`config.mk`:
```
export PLATFORM = sky130hd
export DESIGN_NAME = pixel_gain_offset_chain
export DESIGN_NICKNAME = d
export VERILOG_FILES = /design/src/hdl/pixel_chain_pkg.sv /design/src/hdl/pixel_fifo.sv /design/src/hdl/pixel_gain_offset_chain.sv
export SDC_FILE = /design/constraint.sdc
export NUM_CORES = 2
export LEC_CHECK = 0
export BUFFER_PORTS_ARGS = -buffer_cell sky130_fd_sc_hd__buf_2
export CAP_MARGIN = 5
export CORE_ASPECT_RATIO = 2
export CORE_UTILIZATION = 35
export CTS_CLUSTER_SIZE = 12
export DETAILED_ROUTE_END_ITERATION = 16
export PLACE_DENSITY = 0.57
export SETUP_SLACK_MARGIN = 0.1
export SLEW_MARGIN = 10
export SYNTH_ARGS = -nofsm -noshare
export SYNTH_HDL_FRONTEND = slang
export SYNTH_SLANG_ARGS = --single-unit
export TNS_END_PERCENT = 1
```
`constraint.sdc`:
```
create_clock -name clk_sys -period 40.7 [get_ports clk_sys]
set_input_delay 4.07 -clock clk_sys [delete_from_list [all_inputs] [get_ports clk_sys]]
set_output_delay 4.07 -clock clk_sys [all_outputs]
set_load 0.02 [all_outputs]
```
`src/hdl/pixel_chain_pkg.sv`:
```
package pixel_chain_pkg;
    // datapath widths
    localparam int PIX_W     = 12;
    localparam int AGAIN_W   = 6;
    localparam int DGAIN_W   = 7;
    localparam int DOFF_W    = 12;
    localparam int AOFF_W    = 9;
    localparam int EO_W      = 8;
    localparam int GAIN_FRAC = 3;
    localparam int COLORS    = 4;
    // color codes carried with each sample
    localparam logic [1:0] COLOR_GREEN_A = 2'h0;
    localparam logic [1:0] COLOR_RED     = 2'h1;
    localparam logic [1:0] COLOR_BLUE    = 2'h2;
    localparam logic [1:0] COLOR_GREEN_B = 2'h3;
    // one analog offset code moves the converter input by this many LSBs
    localparam logic signed [19:0] AOFF_STEP_LSB = 20'sh00004;
    // calibration step sizes and code limits, in offset codes
    localparam int AOFF_COARSE = 16;
    localparam int AOFF_FINE   = 1;
    localparam int AOFF_MAX    = 255;
    localparam int AOFF_MIN    = -256;
    // averaging windows, as log2 of sample counts
    localparam int BLC_LOG2  = 4;
    localparam int ROW_BLACK_LEVEL_CALIBRATION_LOG2 = 3;
    localparam int EO_LOG2   = 5;
    // reset value and pixel maximum
    localparam logic [AOFF_W-1:0] AOFF_RESET = 9'h000;
    localparam logic [PIX_W-1:0]  PIX_MAX    = 12'hfff;
    // output buffer
    localparam int FIFO_DEPTH = 32;
endpackage : pixel_chain_pkg

```
`src/hdl/pixel_fifo.sv`:
```
// output buffer: flip-flop storage, indexed by read and write pointers
module pixel_fifo #(
    parameter int WIDTH = 12,
    parameter int DEPTH = 32
) (
    // clock and reset
    input  wire logic             clk_sys,
    input  wire logic             rst,
    // fill side
    input  wire logic             in_valid,
    output logic                  in_ready,
    input  wire logic [WIDTH-1:0] in_data,
    // drain side
    output logic                  out_valid,
    input  wire logic             out_ready,
    output logic [WIDTH-1:0]      out_data
);
    localparam int AW = $clog2(DEPTH);

    typedef struct packed {
        logic [DEPTH-1:0][WIDTH-1:0] mem;
        logic [AW-1:0]               wp;
        logic [AW-1:0]               rp;
        logic [AW:0]                 cnt;
    } fifo_t;

    fifo_t q;
    fifo_t d;
    logic  push;
    logic  pop;

    // full and empty come straight from the occupancy count
    assign in_ready  = q.cnt != (AW+1)'(DEPTH);
    assign out_valid = q.cnt != '0;
    assign out_data  = q.mem[q.rp];
    assign push      = in_valid && in_ready;
    assign pop       = out_valid && out_ready;

    // pointers wrap at DEPTH, which need not be a power of two
    always_comb begin
        d = q;
        if (push) begin
            d.mem[q.wp] = in_data;
            d.wp        = (q.wp == AW'(DEPTH - 1)) ? '0 : q.wp + 1'b1;
        end
        if (pop) begin
            d.rp = (q.rp == AW'(DEPTH - 1)) ? '0 : q.rp + 1'b1;
        end
        if (push && !pop) begin
            d.cnt = q.cnt + 1'b1;
        end else if (pop && !push) begin
            d.cnt = q.cnt - 1'b1;
        end
    end

    always_ff @(posedge clk_sys or posedge rst) begin
        if (rst) begin
            q <= '0;
        end else begin
            q <= d;
        end
    end
endmodule : pixel_fifo

```
`src/hdl/pixel_gain_offset_chain.sv`:
```
// per-color gain and offset chain with black level calibration
module pixel_gain_offset_chain
    import pixel_chain_pkg::*;
#(
    parameter int FIFO_WORDS = FIFO_DEPTH
) (
    // clock and reset
    input  wire logic                              clk_sys,
    input  wire logic                              rst,
    // incoming samples
    input  wire logic                              pix_in_valid,
    output logic                                   pix_in_ready,
    input  wire logic [PIX_W-1:0]                  pix_in_sample,
    input  wire logic [1:0]                        pix_in_color,
    input  wire logic                              pix_in_odd,
    input  wire logic                              pix_in_dark_row,
    input  wire logic                              pix_in_dark_col,
    input  wire logic                              row_start,
    input  wire logic                              frame_end,
    // gain settings, indexed by color code
    input  wire logic [COLORS-1:0][AGAIN_W-1:0]    analog_gain_field,
    input  wire logic [COLORS-1:0]                 gain_doubler,
    input  wire logic [COLORS-1:0][DGAIN_W-1:0]    digital_gain_field,
    // analog calibration control
    input  wire logic                              manual_calibration_select,
    input  wire logic                              green_lock,
    input  wire logic [COLORS-1:0][AOFF_W-1:0]     manual_analog_offset,
    input  wire logic [PIX_W-1:0]                  blc_target_lo,
    input  wire logic [PIX_W-1:0]                  blc_target_hi,
    // digital offset control
    input  wire logic                              row_black_level_calibration,
    input  wire logic [PIX_W-1:0]                  row_black_level_calibration_target,
    input  wire logic [COLORS-1:0][DOFF_W-1:0]     user_digital_offset,
    input  wire logic [COLORS-1:0][EO_W-1:0]       manual_even_odd_offset,
    // status
    output logic [COLORS-1:0][AOFF_W-1:0]          analog_offset_now,
    output logic [COLORS-1:0]                      calib_coarse,
    // processed pixel output
    output logic                                   dout_valid,
    input  wire logic                              dout_ready,
    output logic [PIX_W-1:0]                       dout
);
    // state of the block, apart from the output buffer
    typedef struct packed {
        logic                                s1_v;
        logic [1:0]                          s1_c;
        logic                                s1_odd;
        logic                                s1_dr;
        logic                                s1_dc;
        logic [PIX_W-1:0]                    s1_x;
        logic                                s2_v;
        logic [PIX_W-1:0]                    s2_x;
        logic [COLORS-1:0][AOFF_W-1:0]       aoff;
        logic [COLORS-1:0]                   coarse;
        logic [COLORS-1:0][AGAIN_W:0]        gprev;
        logic [COLORS-1:0][15:0]             bsum;
        logic [COLORS-1:0][BLC_LOG2:0]       bcnt;
        logic [COLORS-1:0][14:0]             rsum;
        logic [COLORS-1:0][ROW_BLACK_LEVEL_CALIBRATION_LOG2:0]      rcnt;
        logic [COLORS-1:0][17:0]             esum;
        logic [COLORS-1:0][EO_LOG2:0]        ecnt;
        logic [COLORS-1:0][EO_W-1:0]         eo;
    } state_t;

    localparam state_t ST_RESET = '{coarse: {COLORS{1'b1}}, aoff: {COLORS{AOFF_RESET}}, default: '0};

    state_t                        s_q;
    state_t                        s_d;
    logic                          en;
    logic                          fifo_in_ready;
    logic [COLORS-1:0][AOFF_W-1:0] aoff_eff;
    logic                          green_same;

    // saturate a signed sum to the unsigned pixel range
    function automatic logic [PIX_W-1:0] clamp12(input logic signed [19:0] v);
        if (v < 20'sh00000) begin
            return '0;
        end else if (v > 20'sh00fff) begin
            return PIX_MAX;
        end
        return v[PIX_W-1:0];
    endfunction : clamp12

    // analog gain, then analog offset, then the 12-bit conversion
    function automatic logic [PIX_W-1:0] analog_conv(
        input logic [PIX_W-1:0]   x,
        input logic [AGAIN_W-1:0] g,
        input logic               m,
        input logic [AOFF_W-1:0]  off
    );
        logic [18:0]        prod;
        logic signed [19:0] sum;
        prod = 19'(x) * 19'(g);
        if (m) begin
            prod = prod << 1;
        end
        sum = $signed({4'h0, prod[18:GAIN_FRAC]}) + $signed({{11{off[AOFF_W-1]}}, off}) * AOFF_STEP_LSB;
        return clamp12(sum);
    endfunction : analog_conv

    // next offset code, held inside the signed code range
    function automatic logic [AOFF_W-1:0] step_off(input logic [AOFF_W-1:0] cur, input int delta);
        int v;
        v = int'($signed(cur)) + delta;
        if (v > AOFF_MAX) begin
            v = AOFF_MAX;
        end else if (v < AOFF_MIN) begin
            v = AOFF_MIN;
        end
        return v[AOFF_W-1:0];
    endfunction : step_off

    // the whole pipeline stalls while the buffer refuses a word
    assign en = !s_q.s2_v || fifo_in_ready;
    assign pix_in_ready = en;

    // green channels share one analog offset when locked and their gains match
    assign green_same = (analog_gain_field[COLOR_GREEN_A] == analog_gain_field[COLOR_GREEN_B])
                     && (gain_doubler[COLOR_GREEN_A] == gain_doubler[COLOR_GREEN_B]);

    // offsets actually applied: manual values override the loop
    always_comb begin
        for (int i = 0; i < COLORS; i++) begin
            aoff_eff[i] = manual_calibration_select ? manual_analog_offset[i] : s_q.aoff[i];
        end
        if (green_lock && green_same) begin
            aoff_eff[COLOR_GREEN_B] = aoff_eff[COLOR_GREEN_A];
        end
    end

    // status readback
    assign analog_offset_now = aoff_eff;
    assign calib_coarse      = s_q.coarse;

    // next state
    always_comb begin
        logic [1:0]         c1;
        logic [19:0]        dprod;
        logic signed [12:0] doff;
        logic signed [19:0] dsum;
        logic [AGAIN_W:0]   gnow;
        logic [PIX_W-1:0]   avg;
        logic [PIX_W-1:0]   ravg;
        int                 stp;
        s_d   = s_q;
        c1    = s_q.s1_c;
        dprod = '0;
        doff  = '0;
        dsum  = '0;
        gnow  = '0;
        avg   = '0;
        ravg  = '0;
        stp   = 0;

        // stage one: analog chain, each color with its own settings
        if (en) begin
            s_d.s1_v = pix_in_valid;
            if (pix_in_valid) begin
                s_d.s1_c   = pix_in_color;
                s_d.s1_odd = pix_in_odd;
                s_d.s1_dr  = pix_in_dark_row;
                s_d.s1_dc  = pix_in_dark_col;
                s_d.s1_x   = analog_conv(pix_in_sample,
                                         analog_gain_field[pix_in_color],
                                         gain_doubler[pix_in_color],
                                         aoff_eff[pix_in_color]);
            end
        end

        // stage two: digital gain, then the digital offsets
        if (en) begin
            s_d.s2_v = s_q.s1_v;
            if (s_q.s1_v) begin
                dprod = 20'(s_q.s1_x) * (20'(digital_gain_field[c1]) + 20'h00008);
                ravg  = 12'(s_q.rsum[c1] >> ROW_BLACK_LEVEL_CALIBRATION_LOG2);
                if (!row_black_level_calibration) begin
                    doff = $signed({user_digital_offset[c1][DOFF_W-1], user_digital_offset[c1]});
                end else if (s_q.rcnt[c1][ROW_BLACK_LEVEL_CALIBRATION_LOG2]) begin
                    doff = $signed({1'b0, row_black_level_calibration_target}) - $signed({1'b0, ravg});
                end
                dsum = $signed({3'h0, dprod[19:GAIN_FRAC]}) + 20'(doff);
                if (s_q.s1_odd) begin
                    if (manual_calibration_select) begin
                        dsum = dsum + 20'($signed(manual_even_odd_offset[c1]));
                    end else begin
                        dsum = dsum + 20'($signed(s_q.eo[c1]));
                    end
                end
                s_d.s2_x = clamp12(dsum);
            end
        end

        // sampling of dark rows; none in manual mode
        if (en && s_q.s1_v && !manual_calibration_select) begin
            if (s_q.s1_dr && !s_q.bcnt[c1][BLC_LOG2]) begin
                s_d.bsum[c1] = s_q.bsum[c1] + 16'(s_q.s1_x);
                s_d.bcnt[c1] = s_q.bcnt[c1] + 1'b1;
            end
            // even pixels add, odd ones subtract: the sum is the even/odd skew
            if (s_q.s1_dr && !s_q.ecnt[c1][EO_LOG2]) begin
                if (s_q.s1_odd) begin
                    s_d.esum[c1] = s_q.esum[c1] - 18'(s_q.s1_x);
                end else begin
                    s_d.esum[c1] = s_q.esum[c1] + 18'(s_q.s1_x);
                end
                s_d.ecnt[c1] = s_q.ecnt[c1] + 1'b1;
            end
        end

        // row averages come from dark columns, even in manual mode
        if (en && s_q.s1_v && s_q.s1_dc && !s_q.rcnt[c1][ROW_BLACK_LEVEL_CALIBRATION_LOG2]) begin
            s_d.rsum[c1] = s_q.rsum[c1] + 15'(s_q.s1_x);
            s_d.rcnt[c1] = s_q.rcnt[c1] + 1'b1;
        end
        if (row_start) begin
            s_d.rsum = '0;
            s_d.rcnt = '0;
        end

        // a gain change calls for a large correction next time
        for (int i = 0; i < COLORS; i++) begin
            gnow = {gain_doubler[i], analog_gain_field[i]};
            if (gnow != s_q.gprev[i]) begin
                s_d.gprev[i]  = gnow;
                s_d.coarse[i] = 1'b1;
            end
        end

        // end of frame: compare each full dark average with the window
        if (frame_end) begin
            for (int i = 0; i < COLORS; i++) begin
                avg = 12'(s_q.bsum[i] >> BLC_LOG2);
                stp = s_q.coarse[i] ? AOFF_COARSE : AOFF_FINE;
                if (!manual_calibration_select && s_q.bcnt[i][BLC_LOG2]) begin
                    if (avg < blc_target_lo) begin
                        s_d.aoff[i] = step_off(s_q.aoff[i], stp);
                    end else if (avg > blc_target_hi) begin
                        s_d.aoff[i] = step_off(s_q.aoff[i], -stp);
                    end else if (s_d.gprev[i] == s_q.gprev[i]) begin
                        s_d.coarse[i] = 1'b0;
                    end
                end
                // odd pixels get the mean skew per pair, cut to its low 8 bits
                if (!manual_calibration_select && s_q.ecnt[i][EO_LOG2]) begin
                    s_d.eo[i] = EO_W'($signed(s_q.esum[i]) >>> (EO_LOG2 - 1));
                end
            end
            s_d.bsum = '0;
            s_d.bcnt = '0;
            s_d.esum = '0;
            s_d.ecnt = '0;
        end
    end

    // state register
    always_ff @(posedge clk_sys or posedge rst) begin
        if (rst) begin
            s_q <= ST_RESET;
        end else begin
            s_q <= s_d;
        end
    end

    // the buffer absorbs output stalls without losing pixels
    pixel_fifo #(
        .WIDTH (PIX_W),
        .DEPTH (FIFO_WORDS)
    ) u_out_fifo (
        .clk_sys   (clk_sys),
        .rst       (rst),
        .in_valid  (s_q.s2_v && en),
        .in_ready  (fifo_in_ready),
        .in_data   (s_q.s2_x),
        .out_valid (dout_valid),
        .out_ready (dout_ready),
        .out_data  (dout)
    );
endmodule : pixel_gain_offset_chain

```
==> results by group <==
Outcome
  • Status: complete, no violations

Cells and area
  • Final #Nets: 5470
  • Fill cell count: 14047
  • Commonest non-fill, non-tap cell in the layout: dfrtp_1
  • Commonest non-fill, non-tap cells in the layout: dfrtp_1 (753), mux2_2 (468), nand2_1 (442)
  • Area Growth Syn to Fin: 11.37%
  • Share of cells above drive strength 1: 0.2578

GRT
  • Largest net degree at the start of global routing: 100
  • First-pass GRT wire length: 241100 um
  • Vias in the first global route: 40059
  • Total Routing Usage GR: 0.2145
  • GR Overflow Total: 0
  • Initial antenna violation count: 21

CTS
  • Clock Latency Late Sink: 0.68 ns
  • Sink Count: 763
  • # H-tree levels: 3
  • Number of buffers created by CTS: a little under 80
  • CTS tree: yes
  • CTS root buf: clkbuf_16
  • Post-CTS sizing: 0
  • Hold buffer count at cts: 0
  • Max Root-Sink Buffers: 3
  • CTS clk-pin slew, worst paths: 0.06 ns
  • Post-CTS setup buffers: 0

Drt
  • First-pass DRT Iterations: 5
  • Residual DRC: 0
  • Wire per inst: approximately 23 um
  • DR vias/cell: 5.568
  • Post-DRT Antenna Nets: 0
  • Wirelength, routed: 156000 um
  • Number of DRC markers in iteration 0: 2073
  • Vias: ~37000

Floorplan
  • Die area: 0.1471 sq mm
  • Core footprint: 0.1442 sq mm
  • Die X-Extent: 271.7 um
  • Die Span Y: roughly 540 um
  • Row count: slightly below 200
  • Initial Util: 0.3531
  • Ports: 288

Timing
  • Max Clock Skew: 0.03010 ns
  • Setup Total Neg Slack: 0 ns
  • Max Freq: ~77 MHz
  • Hold violation total from the final report: 0
  • Rel. slew slack: 0.2340
  • Worst-Margin Slew: 1.137 ns
  • WHS: 0.4717 ns
  • RSZ-0062 raised after global routing: no
  • Tmin final: between 10 and 15 ns
  • Period utilization: 0.3189
  • # setup viols final: 0
  • Final Slew Violations: 0

Logic synthesis
  • Main synth FF type: dfrtp_1
  • Synth warn: 0
  • Sequential-to-total area share from yosys stat: 0.3751
  • Post-synthesis cell count: 4623
  • Netlist cell types: 88
  • Async SR Flop Fraction: 1.000
  • Synthesized flop and latch total: ~760
  • Syn Nets: 5304
  • Syn_area_per_cell: around 11 sq um
  • Synthesized area: about 0.05 sq mm
  • EDFF count, synth: 0

Setup path
  • Crit-path max FO: 14
  • CP max stage cell: mux4_2
  • CP max stage delay: 0.66 ns
  • Data required time of the critical path: 41.25 ns
  • Setup Crit Path Kind: input port to flop
  • Crit. End Element: flop
  • CP Launch Type: input port
  • Critical path arrival: 13.53 ns

Placement
  • Port Buf Inserts: 287
  • Hpwl dp: 117500 um
  • Placer Congestion: 0.9561

Worst hold path
  • Tightest Hold Check Type: flop to flop

Job
  • Maxcap violations: 0
[cell type report]
cell class              instances  area, sq um  share of cell area
multi-input cells            3274        29680              0.5234
flip-flops and latches        763        19120              0.3371
well taps                    1890         2365             0.04170
clock buffers                  99         2133             0.03762
repair buffers                357         1974             0.03482
inverters                     314         1186             0.02092
clock inverters                18        235.2            0.004148
diodes                          7        17.52           0.0003089
[flip-flops by register name, summed over array words and instances, names as in the netlist, named ones only]
register	flops
calib_coarse	4
u_out_fifo.q	400
s_q	351
[worst max-delay path: cells and delay by family]
kind | cells | cell delay [ns]
buffers and inverters | 3 | 0.22
AOI/OAI and AO/OA | 10 | 2.62
muxes | 1 | 0.66
adders and majority gates | 8 | 3.45
xor gates and xnor gates | 2 | 0.66
and+or+nand+nor | 9 | 1.83
[cell usage after synthesis (all sizes together) (25+ instances only)]
master    n  share of area
fa      110          0.043
o21ai   211          0.021
and3     36         0.0044
mux2    468           0.10
o21a     33         0.0049
nor2b    32         0.0039
nor2    181          0.013
a211oi   37         0.0056
buf      40         0.0040
inv     312          0.023
nand2b   35         0.0043
ha      337          0.083
and2     65         0.0080
nand2   443          0.033
a21oi   206          0.020
a22o     90          0.015
xor2     56         0.0096
nor3     47         0.0046
nand4    28         0.0034
a21o     62         0.0093
clkbuf  232          0.017
mux2i    29         0.0057
xnor2   112          0.019
nor4     25         0.0031
dfrtp   759           0.37
o211ai   25         0.0037
nand3    65         0.0064
mux4    227           0.10
[metrics by stage]
step	worst slack (ns)	utilization	area, sq um	std cells
after CTS	27.75	0.3931	56690	6715
after global placement	27.02	0.3767	54320	6598
final	27.72	0.3932	56700	6722
after floorplan	15.22	-	50910	4623
after detailed placement	27.04	0.3767	54320	6598
after global routing	27.07	0.3932	56690	6717
[kinds of logic (layout without fill, tap and decap cells)]
group,Yosys count,in the layout,share of synthesized area
flops,763,763,0.3751
other cells,0,7,0
buf+inv,586,788,0.04423
fa+ha+maj,447,447,0.1261
simple gates,1053,1053,0.09899
compound gates,882,882,0.1166
xor+xnor,168,168,0.02890
mux,724,724,0.2101
[worst paths after layout]
check	start	end	cells past startpoint	slack [ns]
worst max-delay path	digital_gain_field[24]	s_q[366]	33	27.72
worst min-delay path	s_q[40]	s_q[40]	2	0.47
worst max register to register	s_q[384]	s_q[366]	32	30.30
worst min register to register	s_q[40]	s_q[40]	2	0.47
max in group asynchronous	rst	s_q[180]	6	33.33
min in group asynchronous	rst	s_q[38]	2	3.53
[routing by layer]
metal / share of wire / wire, um / GRT usage / vias up
met4: 0.065 / 10100 / 0.1287 / 14
li1: - / - / - / 16980
met5: 0.00059 / 92 / 0 / -
met1: 0.35 / 54400 / 0.2243 / 19022
met3: 0.047 / 7339 / 0.02842 / 364
met2: 0.54 / 84020 / 0.4027 / 1047
Power is not shown: default switching activity piles up to over one toggle a cycle in this logic, so the estimate is an artifact.
